`src/core/rcr_pkg.sv`:
```
package rcr_pkg;

  // ==========================================================
  // Register map
  // ==========================================================
  localparam logic [3:0] ADDR_FLAGS = 4'h0;
  localparam logic [3:0] ADDR_STATUS = 4'h1;
  localparam logic [3:0] ADDR_MASK = 4'h2;
  localparam logic [3:0] ADDR_CTRL = 4'h3;
  localparam logic [3:0] ADDR_WREG = 4'h4;

  // ==========================================================
  // Flag bit positions
  // ==========================================================
  localparam int BIT_TRAP = 15;
  localparam int BIT_ILL = 14;
  localparam int BIT_CM = 9;
  localparam int BIT_EXT = 7;
  localparam int BIT_SW = 6;
  localparam int BIT_WDT = 4;
  localparam int BIT_SLEEP = 3;
  localparam int BIT_IDLE = 2;
  localparam int BIT_BOR = 1;
  localparam int BIT_POR = 0;

  localparam logic [15:0] FLAGS_IMPL = 16'hc2df;
  localparam logic [15:0] FLAGS_RESET = 16'h0003;

  // ==========================================================
  // Decode constants
  // ==========================================================
  localparam logic [3:0] HARD_PRIO_MIN = 4'hd;
  localparam logic [3:0] HARD_PRIO_MAX = 4'hf;
  localparam logic [7:0] ILLEGAL_OPCODE = 8'h3f;
  localparam int NUM_WREG = 16;
  localparam logic [3:0] STACK_PTR_IDX = 4'hf;

  // Status event bits (interrupt layout)
  localparam int EV_TRAP = 0;
  localparam int EV_CM = 1;
  localparam int EV_ILL = 2;
  localparam int EV_SEC = 3;
  localparam int EV_W = 4;

  typedef struct packed {
    logic valid;
    logic [23:0] target;
    logic is_vector;
  } rcr_flow_t;

  typedef struct packed {
    logic fetch_valid;
    logic [23:0] word;
  } rcr_fetch_t;

endpackage : rcr_pkg

```
`src/core/rcr_shadow_cmp.sv`:
```
`timescale 1ns/1ps
// Shadow copy of one pin-select register; flags unexpected difference
module rcr_shadow_cmp #(
  parameter int W = 16
) (
  input wire logic clk_i,
  input wire logic rstn_i,
  input wire logic load_i,
  input wire logic [W-1:0] wdata_i,
  input wire logic [W-1:0] live_i,
  output logic mismatch_o
);
  logic [W-1:0] shadow_q;

  always_ff @(posedge clk_i or negedge rstn_i) begin
    if (!rstn_i) begin
      shadow_q <= '0;
    end else if (load_i) begin
      shadow_q <= wdata_i;
    end
  end

  // A legal write updates both copies in the same cycle
  assign mismatch_o = !load_i && (shadow_q != live_i);
endmodule : rcr_shadow_cmp

```
`src/core/rcr_top.sv`:
```
// The strobed register port and the placing of the registers are this design's own decisions.
`timescale 1ns/1ps
// Contract
// - Lower-priority hard trap during higher-priority service causes reset.
// - Hard traps are priority levels 13 to 15; address 13, oscillator 14.
// - Trap conflict reset sets flag bit 15.
// - Pin-select registers compared to shadow copies; difference resets.
// - Mismatch reset sets flag bit 9; feature may be absent.
// - Illegal opcode, uninitialized pointer, security fault reset; bit 14.
// - Executing an illegal opcode word from program memory resets device.
// - Instruction word with upper byte 0x3f is illegal.
// - Reset clears registers except 15; uninitialized pointer use resets.
// - Flow change to restricted protected location causes security reset.
// - Program flow change detected on call, jump, return or branch.
// - Vector flow change detected when PC loads interrupt or trap vector.
// - Pin, instruction, watchdog, sleep, idle, power events set own flags.
// - Power clears flags; pin flag only power-on; watchdog also cleared.
// - Software writes can set or clear every implemented flag bit (FLAGS_IMPL, 0xc2df; bit 9 only when CM_PRESENT); other bits stay zero.
module rcr_top #(
  parameter int NUM_PPS = 4,
  parameter int PPS_W = 16,
  parameter bit CM_PRESENT = 1'b1,
  parameter logic [23:0] SEC_LO = 24'h000200,
  parameter logic [23:0] SEC_HI = 24'h0003ff,
  parameter logic [23:0] SEC_ENTRY = 24'h000200
) (
  input wire logic clk_i,
  input wire logic rstn_i,
  // Power domain resets: pulses from the supply monitors
  input wire logic por_i,
  input wire logic bor_i,
  input wire logic ext_reset_pin_n_i,
  input wire logic reset_instr_i,
  input wire logic wdt_timeout_i,
  input wire logic watchdog_clear_instruction_i,
  input wire logic power_save_sleep_i,
  input wire logic power_save_idle_i,
  // Trap reporting from the core
  input wire logic trap_new_i,
  input wire logic [3:0] trap_prio_i,
  input wire logic [3:0] trap_active_prio_i,
  input wire logic trap_in_service_i,
  // Instruction pipeline
  input wire rcr_pkg::rcr_fetch_t exec_i,
  input wire logic wreg_write_i,
  input wire logic [3:0] wreg_waddr_i,
  input wire logic ptr_use_i,
  input wire logic [3:0] ptr_idx_i,
  input wire rcr_pkg::rcr_flow_t flow_i,
  // Pin-select configuration
  input wire logic [NUM_PPS-1:0] pps_write_i,
  input wire logic [PPS_W-1:0] pps_wdata_i,
  input wire logic [NUM_PPS*PPS_W-1:0] pps_live_i,
  // Register port
  input wire logic [3:0] reg_addr_i,
  input wire logic [15:0] reg_wdata_i,
  input wire logic reg_we_i,
  input wire logic reg_re_i,
  output logic [15:0] reg_rdata_o,
  output logic sys_reset_o,
  output logic irq_o
);

  // ==========================================================
  // Synchronisers for pin and asynchronous sources
  // ==========================================================
  logic [1:0] ext_sync_q;
  logic [1:0] wdt_sync_q;
  logic ext_prev_q;
  logic wdt_prev_q;

  always_ff @(posedge clk_i or negedge rstn_i) begin
    if (!rstn_i) begin
      ext_sync_q <= 2'b11;
      wdt_sync_q <= 2'b00;
      ext_prev_q <= 1'b1;
      wdt_prev_q <= 1'b0;
    end else begin
      ext_sync_q <= {ext_sync_q[0], ext_reset_pin_n_i};
      wdt_sync_q <= {wdt_sync_q[0], wdt_timeout_i};
      ext_prev_q <= ext_sync_q[1];
      wdt_prev_q <= wdt_sync_q[1];
    end
  end

  // Reset levels equal the idle pin levels: no false edge
  wire ext_ev = ext_prev_q && !ext_sync_q[1];
  wire wdt_ev = !wdt_prev_q && wdt_sync_q[1];
  wire pwr_ev = por_i || bor_i;

  // ==========================================================
  // Trap conflict
  // ==========================================================
  // hard trap range
  wire new_hard = (trap_prio_i >= rcr_pkg::HARD_PRIO_MIN) &&
                  (trap_prio_i <= rcr_pkg::HARD_PRIO_MAX);
  wire trap_ev = trap_new_i && new_hard && trap_in_service_i &&
                 (trap_prio_i < trap_active_prio_i);

  // ==========================================================
  // Pin-select shadow compare
  // ==========================================================
  logic [NUM_PPS-1:0] pps_mis;

  genvar g;
  generate
    for (g = 0; g < NUM_PPS; g++) begin : g_shadow
      rcr_shadow_cmp #(
        .W(PPS_W)
      ) u_cmp (
        .clk_i(clk_i),
        .rstn_i(rstn_i),
        .load_i(pps_write_i[g]),
        .wdata_i(pps_wdata_i),
        .live_i(pps_live_i[g*PPS_W +: PPS_W]),
        .mismatch_o(pps_mis[g])
      );
    end
  endgenerate

  wire cm_ev = CM_PRESENT && (|pps_mis);

  // ==========================================================
  // Illegal conditions
  // ==========================================================
  // illegal opcode
  wire opc_ev = exec_i.fetch_valid &&
                (exec_i.word[23:16] == rcr_pkg::ILLEGAL_OPCODE);

  logic [rcr_pkg::NUM_WREG-1:0] winit_q;
  logic [rcr_pkg::NUM_WREG-1:0] winit_set;
  always_comb begin
    winit_set = '0;
    winit_set[wreg_waddr_i] = wreg_write_i;
  end
  wire w_ev = ptr_use_i && !winit_q[ptr_idx_i];

  wire program_flow_change = flow_i.valid && !flow_i.is_vector;
  wire vector_flow_change = flow_i.valid && flow_i.is_vector;
  wire in_seg = (flow_i.target >= SEC_LO) && (flow_i.target <= SEC_HI);
  wire restricted = in_seg && (flow_i.target != SEC_ENTRY);
  wire sec_ev = (program_flow_change || vector_flow_change) && restricted;

  wire ill_ev = opc_ev || w_ev || sec_ev;

  // ==========================================================
  // Merged reset request
  // ==========================================================
  // single request
  wire any_req = trap_ev || cm_ev || ill_ev || ext_ev ||
                 reset_instr_i || wdt_ev;
  logic sys_reset_q;

  always_ff @(posedge clk_i or negedge rstn_i) begin
    if (!rstn_i) begin
      sys_reset_q <= 1'b1;
    end else begin
      sys_reset_q <= any_req || pwr_ev;
    end
  end
  assign sys_reset_o = sys_reset_q;

  // ==========================================================
  // Working-register initialisation map
  // ==========================================================
  // clear on every reset, stack pointer kept
  always_ff @(posedge clk_i or negedge rstn_i) begin
    if (!rstn_i) begin
      winit_q <= '0;
    end else if (sys_reset_q) begin
      winit_q <= '0;
      winit_q[rcr_pkg::STACK_PTR_IDX] <= 1'b1;
    end else begin
      winit_q <= winit_q | winit_set;
    end
  end

  // ==========================================================
  // Register decode
  // ==========================================================
  wire wr_flags = reg_we_i && (reg_addr_i == rcr_pkg::ADDR_FLAGS);
  wire wr_stat = reg_we_i && (reg_addr_i == rcr_pkg::ADDR_STATUS);
  wire wr_mask = reg_we_i && (reg_addr_i == rcr_pkg::ADDR_MASK);
  wire wr_ctrl = reg_we_i && (reg_addr_i == rcr_pkg::ADDR_CTRL);

  // ==========================================================
  // Flag masks
  // ==========================================================
  // Without the shadow checker its flag stays zero
  logic [15:0] impl_mask;
  // Flags that a brown-out leaves alone
  logic [15:0] bor_keep;

  always_comb begin
    impl_mask = rcr_pkg::FLAGS_IMPL;
    if (!CM_PRESENT) begin
      impl_mask[rcr_pkg::BIT_CM] = 1'b0;
    end
    bor_keep = '0;
    bor_keep[rcr_pkg::BIT_EXT] = 1'b1;
    bor_keep[rcr_pkg::BIT_BOR] = 1'b1;
    bor_keep[rcr_pkg::BIT_POR] = 1'b1;
  end

  // ==========================================================
  // Reset-cause flags
  // ==========================================================
  logic [15:0] flags_q;
  logic [15:0] flags_d;
  logic [15:0] set_v;
  logic [15:0] clr_v;

  always_comb begin
    set_v = '0;
    set_v[rcr_pkg::BIT_TRAP] = trap_ev;
    set_v[rcr_pkg::BIT_ILL] = ill_ev;
    set_v[rcr_pkg::BIT_CM] = cm_ev;
    set_v[rcr_pkg::BIT_EXT] = ext_ev;
    set_v[rcr_pkg::BIT_SW] = reset_instr_i;
    set_v[rcr_pkg::BIT_WDT] = wdt_ev;
    set_v[rcr_pkg::BIT_SLEEP] = power_save_sleep_i;
    set_v[rcr_pkg::BIT_IDLE] = power_save_idle_i;
    set_v[rcr_pkg::BIT_BOR] = pwr_ev;
    set_v[rcr_pkg::BIT_POR] = por_i;
    clr_v = '0;
    if (pwr_ev) begin
      clr_v = impl_mask & ~bor_keep;
    end
    if (por_i) begin
      clr_v[rcr_pkg::BIT_EXT] = 1'b1;
    end
    if (watchdog_clear_instruction_i || power_save_sleep_i ||
        power_save_idle_i) begin
      clr_v[rcr_pkg::BIT_WDT] = 1'b1;
    end
    flags_d = flags_q;
    if (wr_flags) begin
      flags_d = reg_wdata_i & impl_mask;
    end
    // Hardware events win over a same-cycle write
    flags_d = (flags_d & ~clr_v) | set_v;
  end

  always_ff @(posedge clk_i or negedge rstn_i) begin
    if (!rstn_i) begin
      flags_q <= rcr_pkg::FLAGS_RESET;
    end else begin
      flags_q <= flags_d;
    end
  end

  // ==========================================================
  // Interrupt status, mask, control
  // ==========================================================
  logic [4:0] stat_q;
  logic [4:0] mask_q;
  logic cm_en_q;
  logic [4:0] ev_v;

  // ==========================================================
  // Status events
  // ==========================================================
  always_comb begin
    ev_v = '0;
    ev_v[rcr_pkg::EV_TRAP] = trap_ev;
    ev_v[rcr_pkg::EV_CM] = cm_ev;
    ev_v[rcr_pkg::EV_ILL] = ill_ev;
    ev_v[rcr_pkg::EV_SEC] = sec_ev;
    ev_v[rcr_pkg::EV_W] = w_ev;
  end

  always_ff @(posedge clk_i or negedge rstn_i) begin
    if (!rstn_i) begin
      stat_q <= '0;
      mask_q <= '0;
      cm_en_q <= 1'b1;
    end else begin
      // Set wins over write-one-to-clear
      stat_q <= (stat_q & ~(wr_stat ? reg_wdata_i[4:0] : 5'h00)) | ev_v;
      if (wr_mask) begin
        mask_q <= reg_wdata_i[4:0];
      end
      if (wr_ctrl) begin
        cm_en_q <= reg_wdata_i[0];
      end
    end
  end

  // ==========================================================
  // Interrupt output
  // ==========================================================
  // Level output: high until software clears or masks the bit
  assign irq_o = |(stat_q & mask_q);

  // ==========================================================
  // Read port
  // ==========================================================
  logic [15:0] rd_mux;
  logic [15:0] rdata_q;

  always_comb begin
    case (reg_addr_i)
      rcr_pkg::ADDR_FLAGS: rd_mux = flags_q;
      rcr_pkg::ADDR_STATUS: rd_mux = {11'h000, stat_q};
      rcr_pkg::ADDR_MASK: rd_mux = {11'h000, mask_q};
      rcr_pkg::ADDR_CTRL: rd_mux = {15'h0000, cm_en_q};
      rcr_pkg::ADDR_WREG: rd_mux = winit_q;
      default: rd_mux = 16'h0000;
    endcase
  end

  // ==========================================================
  // Read data register
  // ==========================================================
  // Zero outside the answer cycle, so stale data never lingers
  always_ff @(posedge clk_i or negedge rstn_i) begin
    if (!rstn_i) begin
      rdata_q <= '0;
    end else if (reg_re_i) begin
      rdata_q <= rd_mux;
    end else begin
      rdata_q <= '0;
    end
  end
  assign reg_rdata_o = rdata_q;

endmodule : rcr_top

```
`config.mk`:
```
export PLATFORM = sky130hd
export DESIGN_NAME = rcr_top
export DESIGN_NICKNAME = d
export VERILOG_FILES = /design/src/core/rcr_pkg.sv /design/src/core/rcr_shadow_cmp.sv /design/src/core/rcr_top.sv
export SDC_FILE = /design/constraint.sdc
export NUM_CORES = 1
export LEC_CHECK = 0
export ABC_CLOCK_PERIOD_IN_PS = 1660
export BUFFER_PORTS_ARGS = -buffer_cell sky130_fd_sc_hd__buf_4
export CORE_MARGIN = 2
export CORE_UTILIZATION = 45
export DETAILED_ROUTE_END_ITERATION = 7
export GPL_TIMING_DRIVEN = 0
export HOLD_SLACK_MARGIN = 0.08
export PLACE_DENSITY_LB_ADDON = 0.15
export SLEW_MARGIN = 20
export SYNTH_ARGS = -nofsm -noshare
export SYNTH_HDL_FRONTEND = slang
export SYNTH_SLANG_ARGS = --single-unit
```
`constraint.sdc`:
```
create_clock -name clk_i -period 1.66 [get_ports clk_i]
set_input_delay 0 -clock clk_i [delete_from_list [all_inputs] [get_ports clk_i]]
set_output_delay 0 -clock clk_i [all_outputs]
set_load 0.1 [all_outputs]
```
* Word level (Yosys, flattened, before mapping)
Cells that the tools add are included.
** Cells by class
- Order comparisons :: 8
- Eq/ne operators :: 10
- Mux-type cells :: 12
- Bitwise gates (word level) :: 9
- Reductions and logical operators :: 45
** Operator list (number)
- 16-bit one-hot mux with 5 select lines :: 1
- 16-bit 2-to-1 mux :: 4
- 16-bit inequality test :: 4
- 16-bit bitwise AND :: 2
- 16-bit OR :: 2
- 24-bit by 10-bit >= comparator with 1-bit output, second input constant :: 1
- 24-bit by 10-bit less-or-equal comparator with 1-bit output, second input constant :: 1
- 24-bit by 10-bit inequality test with 1-bit output, second input constant :: 1
- 1-bit logical AND :: 22
- 16-bit NOT :: 1
- 1-bit logical OR :: 12
- 5-bit bitwise AND :: 2
- 4-bit by 5-bit less-than comparator with 1-bit output, second input constant :: 2
- 4-bit by 2-bit == test with 1-bit output, second input constant :: 2
- 8-bit by 6-bit == test with 1-bit output, second input constant :: 1
- 1-bit logical NOT :: 8
- 5-bit 2-to-1 mux :: 1
- 5-bit NOT :: 1
- 5-bit OR :: 1
- 5-bit OR reduction :: 1
- 1-bit binary-select mux with 4-bit select :: 1
- 1-bit demux with 4-bit select :: 1
- 4-bit by 1-bit == test with 1-bit output, second input constant :: 1
- 4-bit by 3-bit == test with 1-bit output, second input constant :: 1
- 7 further kinds :: 10
** Storage, ports and cells
- Flip-flop bits (word level) :: 130
- Input bits :: 187
- Output and inout port bits :: 18
- Word-level logic and storage cells :: 99

* Depth between registers and ports, before layout
Gate-level depths: netlist (run 1).
- Depth in word-level cells :: 11
- Gate-level depth with buffers :: 6
- Depth with buffers taken out :: 6

* Hierarchy
Synthesis (run 1) repeated with hierarchy kept, for this count alone.
** Unflattened totals
- Cell total of the unflattened synthesis :: 464
- Area, all modules :: 6025.8 um2
** Modules (own cells, without submodules)
- rcr_shadow_cmp :: times used 4, cells each 55, area each 814.5 um2, seq. area each 400.4 um2
- rcr_top :: times used 1, cells each 244, area each 2767.7 um2, seq. area each 1510.2 um2

* Worst setup path after synthesis (run 1)
No wires, ideal clock.
- Kind :: reg-to-reg
- From :: reg sys_reset_q, in the netlist sys_reset_o
- To :: reg winit_q[10] (netlist name)
- Library setup time :: 132 ps
- Arrival :: 1450 ps
- Required time :: 1528 ps
- Path slack :: 78 ps
- Cell stages (with the launch flop) :: 4
- Buffers on the path :: 2
- Period minus slack after synthesis :: 1582 ps
- Cells stage by stage :: dfstp_2 -> clkbuf_1 -> clkbuf_1 -> nor2_1
** On the way
- Cells in the longest elaborated chain, start to end :: 1
** RTL lines
- start, declared :: RTL line rcr_top.sv:152 : logic sys_reset_q;
- start signal, assigned :: RTL line rcr_top.sv:158 : sys_reset_q <= any_req || pwr_ev;
- 16-bit 2-to-1 mux :: RTL line rcr_top.sv:170 : end else if (sys_reset_q) begin
- end signal, assigned :: RTL line rcr_top.sv:174 : winit_q <= winit_q | winit_set;
- end, declared :: RTL line rcr_top.sv:130 : logic [rcr_pkg::NUM_WREG-1:0] winit_q;
Every way passes these cells.
A chain may end at the register's enable or synchronous reset.

* Final worst setup path (run 1)
- From :: reg g_shadow[1].u_cmp.shadow_q[4]
- To :: reg flags_q[9]
** On the way
- Cells in the longest elaborated chain, start to end :: 4
** RTL lines
- start, declared :: RTL line rcr_shadow_cmp.sv:13 : logic [W-1:0] shadow_q;
- start signal, assigned :: RTL line rcr_shadow_cmp.sv:19 : shadow_q <= wdata_i;
- 16-bit inequality test :: RTL line rcr_shadow_cmp.sv:24 : assign mismatch_o = !load_i && (shadow_q != live_i);
- 1-bit logical AND :: RTL line rcr_shadow_cmp.sv:24
- 4-bit OR reduction :: RTL line rcr_top.sv:121 : wire cm_ev = CM_PRESENT && (|pps_mis);
- 16-bit OR :: RTL line rcr_top.sv:241 : flags_d = (flags_d & ~clr_v) | set_v;
- named net flags_d[9] :: RTL line rcr_top.sv:209 : logic [15:0] flags_d;
- end signal, assigned :: RTL line rcr_top.sv:246 : flags_q <= rcr_pkg::FLAGS_RESET;
- end signal, assigned :: RTL line rcr_top.sv:248 : flags_q <= flags_d;
- end, declared :: RTL line rcr_top.sv:208 : logic [15:0] flags_q;
The timed path passes the listed nets, and every way through them passes these cells.

==> flow_metrics.tcl, run 1 <==
set metrics [dict create \
    status "finished, violations left" \
    violations "negative setup slack" \
    p_per_area_mw_per_mm2 937 \
    drive_above_1_share_pct 42.0 \
    r2r_cells 6 \
    slew_violations 0 \
    whs_ns 0.0333 \
    setup_viol 3 \
    finClkSkew_ns 0.00741 \
    switching_share_pct 24.9 \
    finalCriticalPeriod_ns 1.76 \
    initial_core_util_pct 46.3 \
    power.leakage_uw 0.00414 \
    yosysTopAreaCell "dfrtp_1" \
    cp.depth 6 \
    fin_nets 954 \
    endpoint_kind "flop" \
    numCtsBuffers 17 \
    gp_congestion 0.885 \
    critPathBufInv 1 \
    antenna_found_initial 0 \
    dieArea_sq_mm 0.0139 \
    startpoint_type "flop" \
    final_common_cell "buf_4" \
    area_delta_synth_final_pct 54.2 \
    numPortBuffers 175 \
    cts_root_buf "clkbuf_16" \
    path_delay_family "simple AND/OR/NAND/NOR gates" \
    whs_endpoint "reg_rdata_o[4]" \
    final_area_sq_mm 0.00900 \
    p_int_uw 6330 \
    chipWidth_microns 118 \
    ioPinCount 205 \
    layout_worst_path_cycle_share_pct 106 \
    whs_path_depth 4 \
    rr_startpoint "g_shadow[1].u_cmp.shadow_q[4]" \
    synth_top_area_share_pct 50.2 \
    hold_violations 0 \
    globalRouteOverflowTotal 0 \
    placement_rows 41 \
    core_area_sq_mm 0.0126 \
    power_frac_comb_pct 16.3 \
    synth_area_leaders "dfrtp_1 (50%), mux2_2 (14%), xor2_1 (9.6%), mux2i_1 (3.3%), dfstp_2 (3.2%)" \
    p_seq_share_pct 40.5 \
    critPathMaxStageDelay_ns 0.39 \
    netlist_area_sq_mm 0.00584 \
    dpl_cell_area_sq_mm 0.00740 \
    finalSetupTns_ns -0.272 \
    grt_max_degree 66 \
    relSlewSlack_pct 50.8 \
    yosys_register_bits 124 \
    vdd.ir_drop.worst_v 0.000724 \
    synth_warnings 0 \
    postLayoutSetupSlackWorst_ns -0.0994 \
    rsz0062_at_grt "yes" \
    arrival_ns 2.06 \
    p_switching_uw 2100 \
    p_clk_share_pct 43.2 \
    wire_per_inst_microns 17.6 \
    hold_class "primary input to flop" \
    min-delay-start "reg_addr_i[1]" \
    r2r_setup_slack_ns -0.1 \
    crit_type "flop to flop" \
    drt-initial-drc-count 336 \
    syn_nets 666 \
    final_cell_mix "buf_4 (185), dfrtp_1 (117), dlygate4sd3_1 (83), mux2_2 (72), xor2_1 (64)" \
    synth_area_per_cell_sq_um 12.3 \
    cts_buffer_depth 2 \
    grt_pass1_vias 5449 \
    clock_latency_ns 0.42 \
    tightest_slew_ns 0.737 \
    ant_nets 0 \
    cts_tree "yes" \
    clkSinkCount 124 \
    crit_path_max_fanout 3 \
    vias_per_cell 5.19 \
    htreeDepth 4 \
    ys_seq_area_share_pct 53.3 \
    cap_viol_max_count 0 \
    cp_slowest_cell "dfrtp_1" \
    path_cells "xor2_1, nor4_1, a41oi_1, nor4_2, buf_4, o21ai_2" \
    syn_inst 476 \
    synth_cell_type_count 45 \
    max_freq_mhz 568 \
    vias 4921 \
    drcViolationCount 0 \
    place_ws_ns -0.653 \
    antenna_cells 0 \
    wl_microns 16700 \
    r2r_end "flags_q[9]" \
    first_pass_iters 4 \
    dpl.hpwl_microns 11400 \
    chipHeight_microns 118 \
    cp_data_required_time_ns 1.96 \
    track_usage_pct 25.1 \
    grt_pass1_wl_microns 27200 \
    clk_pin_slew_ns 0.06 \
]
through the flow:
stage | total power [uW] | cells | util, %
global route | 8760 | 949 | 71.3
CTS | 8450 | 939 | 70.2
detailed placement | 4620 | 824 | 58.6
finish | 8430 | 949 | 71.3
global placement | 4570 | 823 | 58.4
floorplan | 4030 | 476 | -
registers in the layout, summed over array words and instances, names as in the netlist:
name                     count
cm_en_q                      1
ext_prev_q                   1
ext_sync_q                   2
flags_q                     10
g_shadow.u_cmp.shadow_q     64
mask_q                       5
reg_rdata_o                 16
stat_q                       5
sys_reset_o                  1
wdt_prev_q                   1
wdt_sync_q                   2
winit_q                     16
power by group through the flow:
stage	Sequential, uW	Clock [uW]	Combinational (uW)
after CTS	3410	3710	1330
after detailed placement	3460	0	1160
after global placement	3450	0	1120
final	3410	3640	1370
after global routing	3440	3820	1490
after floorplan	3440	0	585
synthesized netlist by cell type:
| library cell | instances |
|---|---|
| o21ai_0 | 10 |
| o221ai_2 | 1 |
| o21ai_2 | 1 |
| a211o_1 | 2 |
| buf_6 | 1 |
| mux2i_1 | 19 |
| o21a_1 | 1 |
| dfstp_2 | 7 |
| ha_1 | 3 |
| mux2_2 | 72 |
| or2_2 | 1 |
| nor3_1 | 2 |
| and3b_4 | 1 |
| a311o_1 | 1 |
| nor3b_1 | 1 |
| or4_1 | 1 |
| nand2b_1 | 3 |
| a21o_1 | 2 |
| nand4_1 | 4 |
| nand2_1 | 22 |
| o21bai_1 | 4 |
| nor4_1 | 22 |
| xor2_1 | 64 |
| clkbuf_1 | 8 |
| and3_1 | 8 |
| a2bb2oi_1 | 1 |
| nor2_1 | 37 |
| o22ai_1 | 2 |
| and2_1 | 2 |
| nand3_1 | 3 |
| a211oi_1 | 1 |
| a22oi_1 | 5 |
| buf_1 | 5 |
| dfrtp_1 | 117 |
| nor4b_2 | 1 |
| o22a_1 | 1 |
| nor2b_1 | 4 |
| a31oi_1 | 5 |
| inv_1 | 6 |
| a222oi_1 | 1 |
| mux4_1 | 3 |
| nor4bb_1 | 2 |
| buf_2 | 3 |
| a41oi_1 | 4 |
| a21oi_1 | 12 |
routing by layer:
layer / share of wire, % / vias up / global-route usage, %
li1: - / 2294 / -
met3: 5.5 / 33 / 6.25
met5: 0 / - / 0
met4: 2.6 / 0 / 10.5
met2: 53 / 166 / 45.1
met1: 38 / 2428 / 28.3
worst max-delay path by stage:
| stage | start | end |
|---|---|---|
| global route | g_shadow[1].u_cmp.shadow_q[10] | stat_q[1] |
| finish | g_shadow[1].u_cmp.shadow_q[4] | flags_q[9] |
| CTS | g_shadow[3].u_cmp.shadow_q[1] | flags_q[9] |
| global placement | g_shadow[3].u_cmp.shadow_q[11] | flags_q[9] |
| floorplan | sys_reset_o | winit_q[10] |
| detailed placement | g_shadow[2].u_cmp.shadow_q[11] | flags_q[9] |
final cells by class:
cell class	count	area (sq um)
Multi-Input combinational cell	329	2730
Fill cell	900	3620
Tap cell	172	215
Clock buffer	22	474
Timing Repair Buffer	270	2260
Inverter	6	22.5
Buffer	16	71.3
Clock inverter	10	115
Sequential cell	124	3110
worst min-delay path, cell delays in order:
cell,delay (ns)
buf_4,0.10
nor4b_2,0.07
a22oi_1,0.18
nor2_1,0.06
what timing repair did:
item	4_1_cts	5_1_grt
cloned	0	0
gates resized for setup	9	14
pin swaps	5	8
buffers inserted	1	10
hold endpoints to repair	237	3
setup endpoints to repair	5	12
hold buffers	82	4
logic make-up after synthesis:
kind of cell,Yosys count,synth area share (%)
compound gates,54,6.26
xor+xnor,64,9.60
fa+ha+maj,3,0.643
buf+inv,23,1.67
flops,124,53.3
mux,94,18.5
simple gates,114,10.0
No activity file was read; power rests on OpenSTA's default activity.
==> inputs of run 2 (changes only) <==
--- a/config.mk
+++ b/config.mk
@@ -5,13 +5,12 @@
 export SDC_FILE = /design/constraint.sdc
 export NUM_CORES = 1
 export LEC_CHECK = 0
-export ABC_CLOCK_PERIOD_IN_PS = 1660
+export ABC_CLOCK_PERIOD_IN_PS = 2300
 export BUFFER_PORTS_ARGS = -buffer_cell sky130_fd_sc_hd__buf_4
 export CORE_MARGIN = 2
 export CORE_UTILIZATION = 45
 export DETAILED_ROUTE_END_ITERATION = 7
 export GPL_TIMING_DRIVEN = 0
-export HOLD_SLACK_MARGIN = 0.08
 export PLACE_DENSITY_LB_ADDON = 0.15
 export SLEW_MARGIN = 20
 export SYNTH_ARGS = -nofsm -noshare
==> constraint.sdc (replaced) <==
create_clock -name clk_i -period 2.3 [get_ports clk_i]
set_input_delay 0 -clock clk_i [delete_from_list [all_inputs] [get_ports clk_i]]
set_output_delay 0 -clock clk_i [all_outputs]
set_load 0.1 [all_outputs]
==> run 2 against run 1 <==
Net effect: the run now ends clean; sequential share of layout area rose by 1.9 points; total power fell by 29%; clock-buffer cell count did not move; non-clock buffer count down 39; first-iteration DRC count fell by 25%; worst hold slack improved by 0.0099 ns; core utilization is 3.7 points lower; combinational power down 34%; worst setup slack better by 0.28 ns; critical endpoint unchanged; largest cell class unchanged; largest power group unchanged.
==> flow_metrics.tcl, run 2 (synthesis results as in run 1) <==
set metrics [dict create \
    ant_nets 0 \
    chipHeight_microns 118 \
    htreeDepth 4 \
    grt_pass1_vias 5166 \
    final_cell_mix "buf_4 (174), dfrtp_1 (117), mux2_2 (72), xor2_1 (64), dlygate4sd3_1 (54)" \
    postLayoutSetupSlackWorst_ns 0.184 \
    first_pass_iters 5 \
    drcViolationCount 0 \
    globalRouteOverflowTotal 0 \
    tightest_slew_ns 0.731 \
    cts_root_buf "clkbuf_16" \
    whs_ns 0.0432 \
    vdd.ir_drop.worst_v 0.000512 \
    finalSetupTns_ns 0 \
    crit_type "flop to flop" \
    grt_pass1_wl_microns 25700 \
    place_ws_ns -0.0129 \
    initial_core_util_pct 46.3 \
    chipWidth_microns 118 \
    cap_viol_max_count 0 \
    layout_worst_path_cycle_share_pct 92.0 \
    power.leakage_uw 0.00397 \
    cts_tree "yes" \
    numPortBuffers 175 \
    rsz0062_at_grt "no" \
    post_cts_buffers 0 \
    register_area_sq_mm 0.00311 \
    arrival_ns 2.38 \
    cts_buffer_depth 2 \
    finClkSkew_ns 0.00648 \
    startpoint_type "flop" \
    slew_violations 0 \
    relSlewSlack_pct 51.3 \
    dieArea_sq_mm 0.0139 \
    dpl.hpwl_microns 11400 \
    endpoint_kind "flop" \
    vias 4661 \
    placement_rows 41 \
    core_area_sq_mm 0.0126 \
    track_usage_pct 23.7 \
    crit_path_max_fanout 3 \
    antenna_cells 0 \
    area_delta_synth_final_pct 46.2 \
    clk_pin_slew_ns 0.06 \
    cp_data_required_time_ns 2.57 \
    setup_viol 0 \
    fin_nets 915 \
    numCtsBuffers 17 \
    antenna_found_initial 0 \
    clkSinkCount 124 \
    drive_above_1_share_pct 40.0 \
    hold_class "primary input to flop" \
    p_per_area_mw_per_mm2 702 \
    fillers 967 \
    wl_microns 15600 \
    multiInputGateArea_sq_mm 0.00263 \
    vias_per_cell 5.12 \
    ioPinCount 205 \
    wire_per_inst_microns 17.1 \
    final_common_cell "buf_4" \
    finalCriticalPeriod_ns 2.12 \
    largest_reg_flops 64 \
    clock_latency_ns 0.42 \
    largest_register "g_shadow.u_cmp.shadow_q" \
    gp_congestion 0.885 \
    max_freq_mhz 473 \
    drt-initial-drc-count 252 \
    grt_max_degree 66 \
    status "finished clean" \
    hold_violations 0 \
]
[run 2: stage by stage]
stage	cell area (sq um)	util [%]	total power, uW	instances
after global placement	7370	58.4	3300	823
after global routing	8530	67.6	6230	910
final	8530	67.6	5990	910
after detailed placement	7400	58.6	3340	824
after floorplan	5840	-	2910	476
after CTS	8530	67.6	6050	910
[run 2: layout make-up]
class | instances | share of cell area [%]
multi-input cells | 329 | 30.9
flip-flops and latches | 124 | 36.5
plain buffers | 17 | 0.880
inverters | 6 | 0.264
repair buffers | 230 | 22.1
clock inverters | 10 | 1.35
clock buffers | 22 | 5.56
well taps | 172 | 2.52
[run 2: power by group]
part           internal (uW)  leakage, uW  total (uW)  switching, uW
Clock                   1680     0.000282        2630            950
Sequential              2350      0.00150        2460            113
Combinational            501      0.00218         905            404
[run 2: worst paths after layout]
path                                           startpoint              to  slack [ns]  depth (start not counted)
max                        g_shadow[2].u_cmp.shadow_q[11]      flags_q[9]        0.18                          5
min                                         reg_addr_i[1]  reg_rdata_o[1]        0.04                          4
max reg2reg                g_shadow[2].u_cmp.shadow_q[11]      flags_q[9]        0.18                          5
min reg2reg                                 ext_sync_q[0]   ext_sync_q[1]        0.35                          0
max in group asynchronous                          rstn_i      flags_q[1]        1.43                          3
min in group asynchronous                          rstn_i  reg_rdata_o[2]        0.12                          2
[run 2: timing repair]
| item | in CTS | in global routing |
|---|---|---|
| hold buffers | 54 | 0 |
| endpoints found under the setup margin | 1 | 0 |
| hold endpoints to repair | 164 | 0 |
| resized for setup | 1 | 0 |
[run 2: worst max-delay path, stage by stage, from the launching register on]
cell and delay [ns]:
dfrtp_1 0.38, xor2_1 0.15, nor4_1 0.55, a41oi_1 0.24, nor4_2 0.49, o21ai_0 0.16
[run 2: layer usage]
layer | global-route usage, % | routed length, microns
met5 | 0 | 0
met3 | 5.96 | 797
met1 | 26.8 | 6180
met4 | 9.79 | 271
met2 | 42.6 | 8340
